===== config.mk =====
export PLATFORM = sky130hd
export DESIGN_NAME = sbst_tap
export DESIGN_NICKNAME = d
export VERILOG_FILES = /design/src/rtl/sbst_pkg.sv /design/src/rtl/sbst_sync.sv /design/src/rtl/sbst_tap_fsm.sv /design/src/rtl/sbst_tap.sv
export SDC_FILE = /design/constraint.sdc
export NUM_CORES = 1
export LEC_CHECK = 0
export BUFFER_PORTS_ARGS = -buffer_cell sky130_fd_sc_hd__buf_2
export CELL_PAD_IN_SITES_DETAIL_PLACEMENT = 0
export CELL_PAD_IN_SITES_GLOBAL_PLACEMENT = 1
export CORE_ASPECT_RATIO = 0.6
export CORE_UTILIZATION = 44
export CTS_CLUSTER_SIZE = 16
export DETAILED_ROUTE_END_ITERATION = 10
export PLACE_DENSITY = 0.89
export SETUP_SLACK_MARGIN = 0.1
export SLEW_MARGIN = 20
export SYNTH_ARGS = -nofsm -noshare
export SYNTH_HDL_FRONTEND = slang
export SYNTH_HIERARCHICAL = 1
export SYNTH_SLANG_ARGS = --single-unit

===== constraint.sdc =====
create_clock -name mclk -period 2.2 [get_ports mclk]
set_input_delay 0 -clock mclk [delete_from_list [all_inputs] [get_ports mclk]]
set_output_delay 0 -clock mclk [all_outputs]
set_load 0.01 [all_outputs]

===== src/rtl/sbst_pkg.sv =====
/*
 Shared constants and types of the SRAM boundary-scan test port.
 Assumes a single 40 MHz system clock; the test clock is only sampled.
*/
package sbst_pkg;
   localparam int IR_LEN = 3;
   localparam int ID_LEN = 32;
   localparam int BSR_LEN = 109;
   localparam int BSR_TRI_BIT = 108;

   localparam logic [2:0] IR_EXTEST = 3'h0;
   localparam logic [2:0] IR_IDCODE = 3'h1;
   localparam logic [2:0] IR_SAMPLEZ = 3'h2;
   localparam logic [2:0] IR_SAMPLE = 3'h4;
   localparam logic [2:0] IR_BYPASS = 3'h7;
   localparam logic [2:0] IR_CAPT_PAT = 3'h1;

   localparam int ID_REV_HI = 31;
   localparam int ID_REV_LO = 29;
   localparam int ID_PART_HI = 28;
   localparam int ID_PART_LO = 12;
   localparam int ID_MAKER_HI = 11;
   localparam int ID_MAKER_LO = 1;
   localparam int ID_PRESENT_BIT = 0;

   localparam int AXI_AW = 8;
   localparam logic [7:0] OFS_CTRL = 8'h00;
   localparam logic [7:0] OFS_STATUS = 8'h04;
   localparam logic [7:0] OFS_IDWORD = 8'h08;
   localparam int CTRL_TAP_RST_BIT = 0;
   localparam logic [31:0] CTRL_RESET = 32'h0000_0000;
   localparam logic [1:0] RESP_OKAY = 2'h0;
   localparam logic [1:0] RESP_SLVERR = 2'h2;

   typedef enum logic [15:0] {
      ST_TLR = 16'h0001,
      ST_RTI = 16'h0002,
      ST_SELDR = 16'h0004,
      ST_CAPDR = 16'h0008,
      ST_SHDR = 16'h0010,
      ST_EX1DR = 16'h0020,
      ST_PDR = 16'h0040,
      ST_EX2DR = 16'h0080,
      ST_UPDR = 16'h0100,
      ST_SELIR = 16'h0200,
      ST_CAPIR = 16'h0400,
      ST_SHIR = 16'h0800,
      ST_EX1IR = 16'h1000,
      ST_PIR = 16'h2000,
      ST_EX2IR = 16'h4000,
      ST_UPIR = 16'h8000
   } sbst_state_t;

   typedef struct packed {
      logic tck;
      logic tms;
      logic tdi;
   } sbst_tap_in_t;
endpackage


===== src/rtl/sbst_sync.sv =====
/*
 Two-flop synchroniser for a bundle of independent levels.
 Assumes each bit is a slow level relative to mclk.
*/
`timescale 1ns/1ps
module sbst_sync #(
   parameter int W = 1
) (
   input wire logic mclk,
   input wire logic srst,
   input wire logic [W-1:0] d,
   output logic [W-1:0] q_r
);
   logic [W-1:0] meta_r;

   if (W < 1)
   begin : g_chk
      $error("sbst_sync: width must be positive");
   end

   always_ff @(posedge mclk)
   begin
      if (srst)
      begin
         meta_r <= '0;
         q_r <= '0;
      end
      else
      begin
         meta_r <= d;
         q_r <= meta_r;
      end
   end
endmodule // sbst_sync


===== src/rtl/sbst_tap_fsm.sv =====
/*
 Sixteen-state test access port controller.
 Assumes step is a one-cycle pulse per test clock rise and tms is synchronised.
*/
`timescale 1ns/1ps
module sbst_tap_fsm (
   input wire logic mclk,
   input wire logic srst,
   input wire logic step,
   input wire logic tms,
   input wire logic force_tlr,
   output sbst_pkg::sbst_state_t state_r
);
   sbst_pkg::sbst_state_t state_nxt;

   always_comb
   begin
      state_nxt = state_r;
      if (force_tlr)
         state_nxt = sbst_pkg::ST_TLR;
      else if (step)
      begin
         unique case (state_r) // RULE18
            sbst_pkg::ST_TLR: state_nxt = tms ? sbst_pkg::ST_TLR : sbst_pkg::ST_RTI;
            sbst_pkg::ST_RTI: state_nxt = tms ? sbst_pkg::ST_SELDR : sbst_pkg::ST_RTI;
            sbst_pkg::ST_SELDR: state_nxt = tms ? sbst_pkg::ST_SELIR : sbst_pkg::ST_CAPDR;
            sbst_pkg::ST_CAPDR: state_nxt = tms ? sbst_pkg::ST_EX1DR : sbst_pkg::ST_SHDR;
            sbst_pkg::ST_SHDR: state_nxt = tms ? sbst_pkg::ST_EX1DR : sbst_pkg::ST_SHDR;
            sbst_pkg::ST_EX1DR: state_nxt = tms ? sbst_pkg::ST_UPDR : sbst_pkg::ST_PDR;
            sbst_pkg::ST_PDR: state_nxt = tms ? sbst_pkg::ST_EX2DR : sbst_pkg::ST_PDR;
            sbst_pkg::ST_EX2DR: state_nxt = tms ? sbst_pkg::ST_UPDR : sbst_pkg::ST_SHDR;
            sbst_pkg::ST_UPDR: state_nxt = tms ? sbst_pkg::ST_SELDR : sbst_pkg::ST_RTI;
            sbst_pkg::ST_SELIR: state_nxt = tms ? sbst_pkg::ST_TLR : sbst_pkg::ST_CAPIR;
            sbst_pkg::ST_CAPIR: state_nxt = tms ? sbst_pkg::ST_EX1IR : sbst_pkg::ST_SHIR;
            sbst_pkg::ST_SHIR: state_nxt = tms ? sbst_pkg::ST_EX1IR : sbst_pkg::ST_SHIR;
            sbst_pkg::ST_EX1IR: state_nxt = tms ? sbst_pkg::ST_UPIR : sbst_pkg::ST_PIR;
            sbst_pkg::ST_PIR: state_nxt = tms ? sbst_pkg::ST_EX2IR : sbst_pkg::ST_PIR;
            sbst_pkg::ST_EX2IR: state_nxt = tms ? sbst_pkg::ST_UPIR : sbst_pkg::ST_SHIR;
            sbst_pkg::ST_UPIR: state_nxt = tms ? sbst_pkg::ST_SELDR : sbst_pkg::ST_RTI;
            default: state_nxt = sbst_pkg::ST_TLR;
         endcase
      end
   end

   always_ff @(posedge mclk)
   begin
      if (srst)
         state_r <= sbst_pkg::ST_TLR;
      else
         state_r <= state_nxt;
   end
endmodule // sbst_tap_fsm


===== src/rtl/sbst_tap.sv =====
/*
 Boundary-scan test port of a burst SRAM with an AXI4-Lite status slave.
 Assumes tck, tms, tdi and the pin ring are asynchronous and slow against mclk.
*/
// Contract
// [RULE1] Code 000 captures ring, shifts boundary chain
// [RULE2] Code 001 captures and shifts 32-bit ID
// [RULE3] Code 010 captures ring, outputs high impedance
// [RULE4] Code 100 captures ring, memory unaffected
// [RULE5] Code 111 selects one-bit bypass register
// [RULE6] Controller never loads codes 011, 101, 110; code loads them at Update-IR and they select bypass
// [RULE7] ID: revision, part, maker, constant one
// [RULE8] Lengths: IR 3, bypass 1, ID 32, boundary 109
// [RULE9] Serial output changes after test clock fall
// [RULE10] Mode and data sampled at clock rise
// [RULE11] System drives DLL disable pin high
// [RULE12] System waits 1024 cycles for DLL lock
// [RULE13] System clock not below 120 MHz
// [RULE14] System gives 1024 stable cycles to relock
// [RULE15] Cell 108 gates outputs under external test
// [RULE16] ID instruction after reset and Test-Logic-Reset
// [RULE17] Boundary MSB at input, LSB at output
// [RULE18] Standard sixteen-state controller on test clock
// [RULE19] Instruction acts at Update-IR; shift one bit
`timescale 1ns/1ps
module sbst_tap #(
   parameter int BSR_LEN = sbst_pkg::BSR_LEN,
   parameter logic [2:0] ID_REV = 3'h0,
   parameter logic [16:0] ID_PART = 17'h0a5a5, // Arbitrary value
   parameter logic [10:0] ID_MAKER = 11'h05a // Arbitrary value
) (
   input wire logic mclk,
   input wire logic srst,
   input wire sbst_pkg::sbst_tap_in_t tap_pins,
   input wire logic [BSR_LEN-2:0] ring_in,
   output logic tdo_r,
   output logic tdo_oe_r,
   output logic q_oe_r,
   output logic ring_sel_r,
   output logic [BSR_LEN-2:0] ring_drive_r,
   input wire logic [sbst_pkg::AXI_AW-1:0] s_axi_awaddr,
   input wire logic s_axi_awvalid,
   output logic s_axi_awready,
   input wire logic [31:0] s_axi_wdata,
   input wire logic [3:0] s_axi_wstrb,
   input wire logic s_axi_wvalid,
   output logic s_axi_wready,
   output logic [1:0] s_axi_bresp,
   output logic s_axi_bvalid,
   input wire logic s_axi_bready,
   input wire logic [sbst_pkg::AXI_AW-1:0] s_axi_araddr,
   input wire logic s_axi_arvalid,
   output logic s_axi_arready,
   output logic [31:0] s_axi_rdata,
   output logic [1:0] s_axi_rresp,
   output logic s_axi_rvalid,
   input wire logic s_axi_rready
);
   localparam logic [31:0] ID_WORD = {ID_REV, ID_PART, ID_MAKER, 1'b1}; // RULE7

   if (BSR_LEN != sbst_pkg::BSR_LEN)
   begin : g_chk
      $error("sbst_tap: boundary length must be 109"); // RULE8
   end

   sbst_pkg::sbst_tap_in_t pins_s;
   logic [BSR_LEN-2:0] ring_s;
   sbst_pkg::sbst_state_t state_r;
   logic tck_d_r, tck_rise, tck_fall;
   logic [2:0] ir_r, ir_nxt, ir_sh_r, ir_sh_nxt;
   logic [BSR_LEN-1:0] bsr_r, bsr_nxt, upd_r, upd_nxt;
   logic [31:0] id_r, id_nxt;
   logic byp_r, byp_nxt, tdo_nxt, tdo_oe_nxt;
   logic q_oe_nxt, ring_sel_nxt, sel_bsr, sel_id, dr_lsb;
   logic [31:0] ctrl_r, ctrl_nxt, rdata_nxt;
   logic aw_got_r, aw_got_nxt, w_got_r, w_got_nxt;
   logic [sbst_pkg::AXI_AW-1:0] awaddr_r, awaddr_nxt;
   logic [31:0] wdata_r, wdata_nxt;
   logic wstrb0_r, wstrb0_nxt;
   logic awready_nxt, wready_nxt, bvalid_nxt, arready_nxt, rvalid_nxt;
   logic [1:0] bresp_nxt, rresp_nxt;

   // Pins cross into mclk before any logic sees them
   sbst_sync #(.W(3)) u_pin_sync (
      .mclk(mclk),
      .srst(srst),
      .d(tap_pins),
      .q_r(pins_s)
   );
   sbst_sync #(.W(BSR_LEN - 1)) u_ring_sync (
      .mclk(mclk),
      .srst(srst),
      .d(ring_in),
      .q_r(ring_s)
   );

   assign tck_rise = pins_s.tck & ~tck_d_r;
   assign tck_fall = ~pins_s.tck & tck_d_r;

   sbst_tap_fsm u_fsm (
      .mclk(mclk),
      .srst(srst),
      .step(tck_rise),
      .tms(pins_s.tms), // RULE10
      .force_tlr(ctrl_r[sbst_pkg::CTRL_TAP_RST_BIT]),
      .state_r(state_r)
   );

   function automatic logic addr_known(input logic [sbst_pkg::AXI_AW-1:0] a);
      addr_known = (a == sbst_pkg::OFS_CTRL) || (a == sbst_pkg::OFS_STATUS) ||
                   (a == sbst_pkg::OFS_IDWORD);
   endfunction

   // Reserved codes fall back to the bypass path
   assign sel_bsr = (ir_r == sbst_pkg::IR_EXTEST) || (ir_r == sbst_pkg::IR_SAMPLEZ) ||
                    (ir_r == sbst_pkg::IR_SAMPLE); // RULE1 RULE3 RULE4
   assign sel_id = (ir_r == sbst_pkg::IR_IDCODE); // RULE2
   assign dr_lsb = sel_bsr ? bsr_r[0] : (sel_id ? id_r[0] : byp_r); // RULE5 RULE17

   always_comb
   begin
      ir_nxt = ir_r;
      ir_sh_nxt = ir_sh_r;
      bsr_nxt = bsr_r;
      upd_nxt = upd_r;
      id_nxt = id_r;
      byp_nxt = byp_r;
      tdo_nxt = tdo_r;
      tdo_oe_nxt = tdo_oe_r;
      if (tck_rise)
      begin
         if (state_r == sbst_pkg::ST_CAPDR)
         begin
            if (sel_bsr)
               bsr_nxt = {upd_r[BSR_LEN-1], ring_s}; // RULE1 RULE3 RULE4
            if (sel_id)
               id_nxt = ID_WORD; // RULE2
            byp_nxt = 1'b0;
         end
         if (state_r == sbst_pkg::ST_SHDR)
         begin
            if (sel_bsr)
               bsr_nxt = {pins_s.tdi, bsr_r[BSR_LEN-1:1]}; // RULE17 RULE19
            if (sel_id)
               id_nxt = {pins_s.tdi, id_r[31:1]}; // RULE19
            byp_nxt = pins_s.tdi; // RULE5
         end
         if (state_r == sbst_pkg::ST_CAPIR)
            ir_sh_nxt = sbst_pkg::IR_CAPT_PAT;
         if (state_r == sbst_pkg::ST_SHIR)
            ir_sh_nxt = {pins_s.tdi, ir_sh_r[2:1]}; // RULE10
      end
      if (tck_fall)
      begin
         if (state_r == sbst_pkg::ST_UPDR && sel_bsr)
            upd_nxt = bsr_r;
         if (state_r == sbst_pkg::ST_UPIR)
            ir_nxt = ir_sh_r; // RULE19
         tdo_oe_nxt = (state_r == sbst_pkg::ST_SHDR) || (state_r == sbst_pkg::ST_SHIR);
         if (state_r == sbst_pkg::ST_SHIR)
            tdo_nxt = ir_sh_r[0]; // RULE9
         else if (state_r == sbst_pkg::ST_SHDR)
            tdo_nxt = dr_lsb; // RULE9
         else
            tdo_nxt = 1'b0;
      end
      if (state_r == sbst_pkg::ST_TLR)
      begin
         ir_nxt = sbst_pkg::IR_IDCODE; // RULE16
         upd_nxt[BSR_LEN-1] = 1'b0;
      end
      q_oe_nxt = (ir_r != sbst_pkg::IR_SAMPLEZ) && // RULE3
                 !((ir_r == sbst_pkg::IR_EXTEST) && !upd_r[BSR_LEN-1]); // RULE15
      ring_sel_nxt = (ir_r == sbst_pkg::IR_EXTEST);
   end

   always_ff @(posedge mclk)
   begin
      if (srst)
      begin
         tck_d_r <= 1'b0;
         ir_r <= sbst_pkg::IR_IDCODE; // RULE16
         ir_sh_r <= sbst_pkg::IR_CAPT_PAT;
         bsr_r <= '0;
         upd_r <= '0;
         id_r <= '0;
         byp_r <= 1'b0;
         tdo_r <= 1'b0;
         tdo_oe_r <= 1'b0;
         q_oe_r <= 1'b1;
         ring_sel_r <= 1'b0;
         ring_drive_r <= '0;
      end
      else
      begin
         tck_d_r <= pins_s.tck;
         ir_r <= ir_nxt;
         ir_sh_r <= ir_sh_nxt;
         bsr_r <= bsr_nxt;
         upd_r <= upd_nxt;
         id_r <= id_nxt;
         byp_r <= byp_nxt;
         tdo_r <= tdo_nxt;
         tdo_oe_r <= tdo_oe_nxt;
         q_oe_r <= q_oe_nxt;
         ring_sel_r <= ring_sel_nxt;
         ring_drive_r <= upd_r[BSR_LEN-2:0];
      end
   end

   // AXI4-Lite slave: address and data taken in either order, write a cycle later
   always_comb
   begin
      aw_got_nxt = aw_got_r | (s_axi_awvalid & s_axi_awready);
      w_got_nxt = w_got_r | (s_axi_wvalid & s_axi_wready);
      awaddr_nxt = (s_axi_awvalid & s_axi_awready) ? s_axi_awaddr : awaddr_r;
      wdata_nxt = (s_axi_wvalid & s_axi_wready) ? s_axi_wdata : wdata_r;
      wstrb0_nxt = (s_axi_wvalid & s_axi_wready) ? s_axi_wstrb[0] : wstrb0_r;
      ctrl_nxt = ctrl_r;
      bvalid_nxt = s_axi_bvalid & ~s_axi_bready;
      bresp_nxt = s_axi_bresp;
      if (aw_got_r && w_got_r)
      begin
         aw_got_nxt = 1'b0;
         w_got_nxt = 1'b0;
         bvalid_nxt = 1'b1;
         bresp_nxt = addr_known(awaddr_r) ? sbst_pkg::RESP_OKAY : sbst_pkg::RESP_SLVERR;
         if (awaddr_r == sbst_pkg::OFS_CTRL && wstrb0_r)
            ctrl_nxt = {24'h00_0000, wdata_r[7:0]} & 32'h0000_0001;
      end
      awready_nxt = ~aw_got_nxt & ~bvalid_nxt;
      wready_nxt = ~w_got_nxt & ~bvalid_nxt;
      rvalid_nxt = s_axi_rvalid & ~s_axi_rready;
      rdata_nxt = s_axi_rdata;
      rresp_nxt = s_axi_rresp;
      if (s_axi_arvalid && s_axi_arready)
      begin
         rvalid_nxt = 1'b1;
         rresp_nxt = addr_known(s_axi_araddr) ? sbst_pkg::RESP_OKAY : sbst_pkg::RESP_SLVERR;
         unique case (s_axi_araddr)
            sbst_pkg::OFS_CTRL: rdata_nxt = ctrl_r;
            sbst_pkg::OFS_STATUS: rdata_nxt = {state_r, 10'h000, tdo_oe_r, ring_sel_r,
                                               q_oe_r, ir_r};
            sbst_pkg::OFS_IDWORD: rdata_nxt = ID_WORD;
            default: rdata_nxt = 32'h0000_0000;
         endcase
      end
      arready_nxt = ~rvalid_nxt;
   end

   always_ff @(posedge mclk)
   begin
      if (srst)
      begin
         ctrl_r <= sbst_pkg::CTRL_RESET;
         aw_got_r <= 1'b0;
         w_got_r <= 1'b0;
         awaddr_r <= '0;
         wdata_r <= '0;
         wstrb0_r <= 1'b0;
         s_axi_awready <= 1'b0;
         s_axi_wready <= 1'b0;
         s_axi_bvalid <= 1'b0;
         s_axi_bresp <= sbst_pkg::RESP_OKAY;
         s_axi_arready <= 1'b0;
         s_axi_rvalid <= 1'b0;
         s_axi_rdata <= 32'h0000_0000;
         s_axi_rresp <= sbst_pkg::RESP_OKAY;
      end
      else
      begin
         ctrl_r <= ctrl_nxt;
         aw_got_r <= aw_got_nxt;
         w_got_r <= w_got_nxt;
         awaddr_r <= awaddr_nxt;
         wdata_r <= wdata_nxt;
         wstrb0_r <= wstrb0_nxt;
         s_axi_awready <= awready_nxt;
         s_axi_wready <= wready_nxt;
         s_axi_bvalid <= bvalid_nxt;
         s_axi_bresp <= bresp_nxt;
         s_axi_arready <= arready_nxt;
         s_axi_rvalid <= rvalid_nxt;
         s_axi_rdata <= rdata_nxt;
         s_axi_rresp <= rresp_nxt;
      end
   end
endmodule // sbst_tap


==> results of run 1 <==
cells in the mapped netlist, types with 6 or more instances:
library cell | number | share of area [%]
a211oi_1 | 110 | 3.6
a211oi_2 | 9 | 0.50
a21boi_0 | 107 | 3.5
a21oi_1 | 169 | 3.7
buf_1 | 6 | 0.099
buf_2 | 51 | 1.1
buf_4 | 24 | 0.79
buf_6 | 19 | 0.94
clkbuf_1 | 85 | 1.4
dfxtp_1 | 651 | 57
inv_1 | 8 | 0.13
nand2_1 | 318 | 5.3
nand3_1 | 27 | 0.60
nor2_1 | 173 | 2.9
nor2b_1 | 248 | 6.8
nor2b_2 | 90 | 3.5
nor3_1 | 103 | 2.3
nor3_2 | 20 | 0.88
nor3b_1 | 6 | 0.20
nor4_1 | 6 | 0.17
o22ai_1 | 14 | 0.39
worst min-delay path: cells and delay by family:
family,cells,cell delay [ns]
buf+inv,2,0.28
compound gates,1,0.06
simple gates,4,0.34
power by group:
part	total [mW]	internal [mW]	switching, mW
Sequential	12.1	12.0	0.0694
Combinational	1.02	0.531	0.493
Clock	10.4	6.00	4.45
cell type report:
| type | count | area, sq um | share of cell area [%] |
|---|---|---|---|
| tap | 693 | 867.1 | 3.007 |
| antenna | 3 | 7.507 | 0.02603 |
| multi-input combinational | 1500 | 8740 | 30.31 |
| timing repair buffer | 527 | 4192 | 14.53 |
| inverter | 9 | 33.78 | 0.1171 |
| sequential | 651 | 13030 | 45.20 |
| clock inverter | 23 | 291.5 | 1.011 |
| clock buffer | 82 | 1673 | 5.801 |
registers in the layout, indices dropped and copies added, names as in the netlist, 16 cells and up:
name / cells
u_ring_sync/meta_r: 108
s_axi_rdata: 23
u_fsm/state_r: 16
ring_drive_r: 108
id_r: 32
u_ring_sync/q_r: 108
upd_r: 109
bsr_r: 109
final timing paths:
check | startpoint | endpoint | slack, ns
hold reg to reg | u_ring_sync/meta_r[39] | u_ring_sync/q_r[39] | 0.43
setup / recovery | u_fsm/state_r[11] | bsr_r[60] | 0.1
setup reg to reg | u_fsm/state_r[11] | bsr_r[60] | 0.1
hold / removal | s_axi_araddr[6] | s_axi_rdata[5] | 0.13
metrics by stage:
step	setup WS (ns)	utilization [%]
final	0.09790	56.62
after global routing	0.02038	56.62
after CTS	0.08827	55.55
after detailed placement	0.02787	48.40
after global placement	0.1157	48.40
after floorplan	0.2234	-
per-layer routing:
metal,up-vias,routed length (microns),GRT usage (%)
met5,-,0,0
met3,143,3242,3.464
met4,0,1883,7.599
li1,8612,-,-
met1,8495,27700,27.40
met2,538,27360,32.22
cell families after synthesis:
| group | synth area share (%) |
|---|---|
| AO/OA/AOI/OAI | 12.86 |
| XOR/XNOR | 0.3085 |
| buffers and inverters | 4.733 |
| flip-flops | 57.39 |
| multiplexers | 0.2755 |
| other | 0.01651 |
| AND/OR/NAND/NOR | 24.42 |
repair_timing:
item | in CTS | in global routing
setup endpoints to repair | 32 | 103
buffers inserted | 2 | 13
resized for setup | 1 | 29
pin swaps | 2 | 51
endpoints found under the hold margin | 217 | 0
cloned | 0 | 14
hold buffers | 165 | 0
==> metrics, run 1 <==
status finished clean; Placement Cell Area 0.02465 sq mm; Clock Skew 0.01869 ns; Clock Sinks 651; Via density 5.100; fraction of layout cells with a size suffix above 1 22.03%; clock slew at reported path FFs 0.07 ns; routed length per instance 17.25 microns; hold path cells 7; count of standard-cell rows 64; worst endpoint data arrival time 2.57 ns; Fin Hold WS 0.1336 ns; First-pass DRT Iterations 5; CP max FO 28; Routed WL 60.18 mm; Syn Area/Cell 9.705 sq um; Fin. Hold Viols 0; DIE HEIGHT 178.0 microns; power density over cell area 816.5 mW/mm^2; Startpoint Class flip-flop; post-route insts no fill 3488; H-tree depth 2; cell area after synthesis 0.02271 sq mm; initial antenna violation count 3; die area 0.05256 sq mm; I/O pins 323; DR iter-0 viols 1254; most frequent cells in the layout 650 x dfxtp_1, 318 x nand2_1, 278 x buf_2; CTS Buf Count 58; CTS Root Cell clkbuf_16; clk buf depth 3; Clock Latency Late Sink 0.59 ns; Detail Route Antenna Nets 0; fin crit share 95.55%; DP HPWL 33.93 mm; CP peak stage delay 0.47 ns; most common cell after layout, fill and taps aside dfxtp_1; CP delay by family, top simple AND/OR/NAND/NOR gates; TritonCTS clock tree yes; main flop type after synthesis dfxtp_1; Initial Utilization 44.59%; VDD IR max 552.8 uV; CP bufs+invs 2; placed cells 3186; gr usage total 20.20%; Final nets 2917; slowest CP cell nor4b_1; largest net degree at the start of global routing 123; Setup Viol. Count Final 0; CP Depth 7; RSZ-0062 raised after global routing yes; TNS Setup 0 ns; Slew Limit Headroom 55.86%; Slew Limit Fails 0; Slew @ Worst Pin 0.6622 ns; PortBufs 279; Tightest Hold Check Type in2reg; CP Capture Type flip-flop; Synth cell types 68; routed via count 17788; first-pass GRT wire length 86.54 mm; Core Footprint 0.05093 sq mm; Residual DRC 0; synth warn 6; Post-synth ARST share 0%; Leak 11.04 nW; worst path required time 2.66 ns; post-route cell area 0.02884 sq mm; Max-Cap Viols 0; Tmin final 2.102 ns; crit path kind reg2reg; # fillers 4359; GRT overflow 0; R2R cell count 7; critical path, cell by cell nor4b_1 > and4_4 > buf_12 > buf_16 > a21boi_0 > a211oi_1 > nor3_1; vias in the first global route 16615; max frequency 0.4757 GHz; chip width 295.3 microns; Syn-to-layout area delta 26.98%; routability cong. 0.8158; Post-synth EDFFs 0; overall power 23.55 mW; sequential-to-total area share from yosys stat 57.39%; register bit total from synthesis 651; Mapped Cells 2340
Power figures use the tool's default switching activity.
==> run 2, diff against run 1 <==
ABC_AREA = 1   (was not set)
CORE_UTILIZATION = 42   (was 44)
==> metrics, run 2 <==
# fillers 4970 (+14%); max frequency 0.5006 GHz (+5.2%); Leak 13.21 nW (+20%); routability cong. 0.8818 (+8.1%); Slew Limit Fails 0 (unchanged); H-tree depth 2 (unchanged); Post-synth EDFFs 0 (unchanged); TritonCTS clock tree yes; R2R cell count 6 (-1); clock slew at reported path FFs 0.07 ns (about the same); Startpoint Class flip-flop; Tightest Hold Check Type in2reg; Slew Limit Headroom 50.84% (-5.0 points); first-pass GRT wire length 91.54 mm (+5.8%); synth warn 6 (unchanged); Via density 4.683 (-8.2%); Synth cell types 37 (-46%); largest net degree at the start of global routing 128 (+4.1%); most frequent cells in the layout 651 x dfxtp_1, 608 x nor2_1, 405 x inv_1, 405 x nand2_1, 278 x buf_2; Slew @ Worst Pin 0.7373 ns (+0.07516 ns); worst path required time 2.75 ns (+0.09 ns); chip width 302.9 microns (+2.6%); worst endpoint data arrival time 2.54 ns (-0.03 ns); DR iter-0 viols 1395 (+11%); VDD IR max 563.1 uV (+1.8%); vias in the first global route 17489 (+5.3%); clk buf depth 3 (unchanged); Detail Route Antenna Nets 0 (unchanged); Post-synth ARST share 0% (unchanged); CTS Buf Count 58 (unchanged); First-pass DRT Iterations 5 (unchanged); Routed WL 57.24 mm (-4.9%); main flop type after synthesis dfxtp_1; Fin. Hold Viols 0 (unchanged); Initial Utilization 42.97% (-1.6 points); area share of the largest cell type after synthesis 57.11% (-0.28 points); fin crit share 90.80% (-4.8 points); most common cell after layout, fill and taps aside dfxtp_1; Residual DRC 0 (unchanged); Commonest cells post-synth 651 x dfxtp_1, 609 x nor2_1, 408 x nand2_1; Setup Viol. Count Final 0 (unchanged); count of standard-cell rows 65 (+1.6%); post-synth top area cell dfxtp_1; cell area after synthesis 0.02282 sq mm (+0.49%); CP max FO 16 (-43%); synth top area cells dfxtp_1 57%, nor2_1 10%, nand2_1 6.7%; most common cell in the synthesized netlist dfxtp_1; gr usage total 20.19% (about the same); routed via count 19023 (+6.9%); hold path cells 7 (unchanged); Max-Cap Viols 0 (unchanged); power density over cell area 826.7 mW/mm^2 (+1.3%); Tmin final 1.998 ns (-0.1045 ns); GRT overflow 0 (unchanged); TNS Setup 0 ns (unchanged); largest registers bsr_r: 109 flops, upd_r: 109 flops; CTS Root Cell clkbuf_16; Mapped Cells 2898 (+24%); fraction of layout cells with a size suffix above 1 14.63% (-7.4 points); Clock Skew 0.02610 ns (+0.007408 ns); sequential-to-total area share from yosys stat 57.11% (-0.28 points); Final nets 3479 (+19%); DP HPWL 35.32 mm (+4.1%); Core Footprint 0.05311 sq mm (+4.3%); Clock Sinks 651 (unchanged); initial antenna violation count 2 (-1); Fin Hold WS 0.07467 ns (-0.05896 ns); RSZ-0062 raised after global routing no; routed length per instance 14.09 microns (-18%); die area 0.05530 sq mm (+5.2%); Clock Latency Late Sink 0.60 ns (about the same); DIE HEIGHT 182.6 microns (+2.6%); CP Capture Type flip-flop; I/O pins 323 (unchanged); Syn-to-layout area delta 27.03% (about the same); status finished clean; Syn Area/Cell 7.875 sq um (-19%); register bit total from synthesis 651 (unchanged); PortBufs 279 (unchanged); crit path kind reg2reg
-- run 2: metrics by stage --
stage          total power, mW  cells  util (%)  setup slack, ns  area, sq um
6_report                 23.97   4062     54.59           0.2024        28990
5_1_grt                  24.93   4061     54.59           0.1009        28990
4_1_cts                  24.24   4050     54.22           0.1355        28790
3_5_place_dp             13.15   3761     46.91           0.1870        24910
3_3_place_gp             13.15   3761     46.91           0.2250        24910
2_1_floorplan            12.87   2906         -           0.5191        22850
-- run 2: power breakdown --
part | switching, mW | internal (mW)
Combinational | 0.567 | 0.502
Clock | 4.56 | 6.27
Sequential | 0.0712 | 12.0
-- run 2: cells by family after synthesis --
family                 share of synthesized area [%]
AND/OR/NAND/NOR                                21.98
AO/OA/AOI/OAI                                  9.934
buffers and inverters                          10.96
flip-flops                                     57.11
other                                        0.01643
-- run 2: worst paths after layout --
path,from,end,slack [ns]
setup / recovery,s_axi_arready,s_axi_rdata[23],0.20
hold reg to reg,u_ring_sync/meta_r[58],u_ring_sync/q_r[58],0.39
hold / removal,s_axi_araddr[4],s_axi_rdata[16],0.07
setup reg to reg,s_axi_arready,s_axi_rdata[23],0.20
-- run 2: timing repair --
action | in CTS | in global routing
gates resized for setup | 0 | 17
endpoints found under the setup margin | 0 | 144
setup buffers | 0 | 6
hold endpoints to repair | 268 | 2
hold buffers | 181 | 2
-- run 2: layout make-up --
cell class	count	area (sq um)	share of cell area (%)
well taps	703	879.6	3.034
inverters	410	1556	5.369
flip-flops and latches	651	13030	44.95
repair buffers	531	4085	14.09
multi-input cells	1657	7363	25.40
diodes	2	5.005	0.01726
clock buffers	77	1653	5.701
clock inverters	31	416.7	1.437
-- run 2: routing by layer --
| layer | track usage, % | wire length (microns) | vias up |
|---|---|---|---|
| li1 | - | - | 9777 |
| met1 | 29.82 | 28570 | 8659 |
| met5 | 0 | 0 | - |
| met3 | 3.155 | 3143 | 96 |
| met2 | 30.41 | 24160 | 491 |
| met4 | 5.307 | 1366 | 0 |
-- run 2: critical path: stages, from the launching register on --
cell and delay, ns:
dfxtp_1 0.34, nand2_2 0.14, nor4_2 0.31, buf_4 0.26
nand2_1 0.18, a21oi_1 0.18, dlygate4sd3_1 0.56
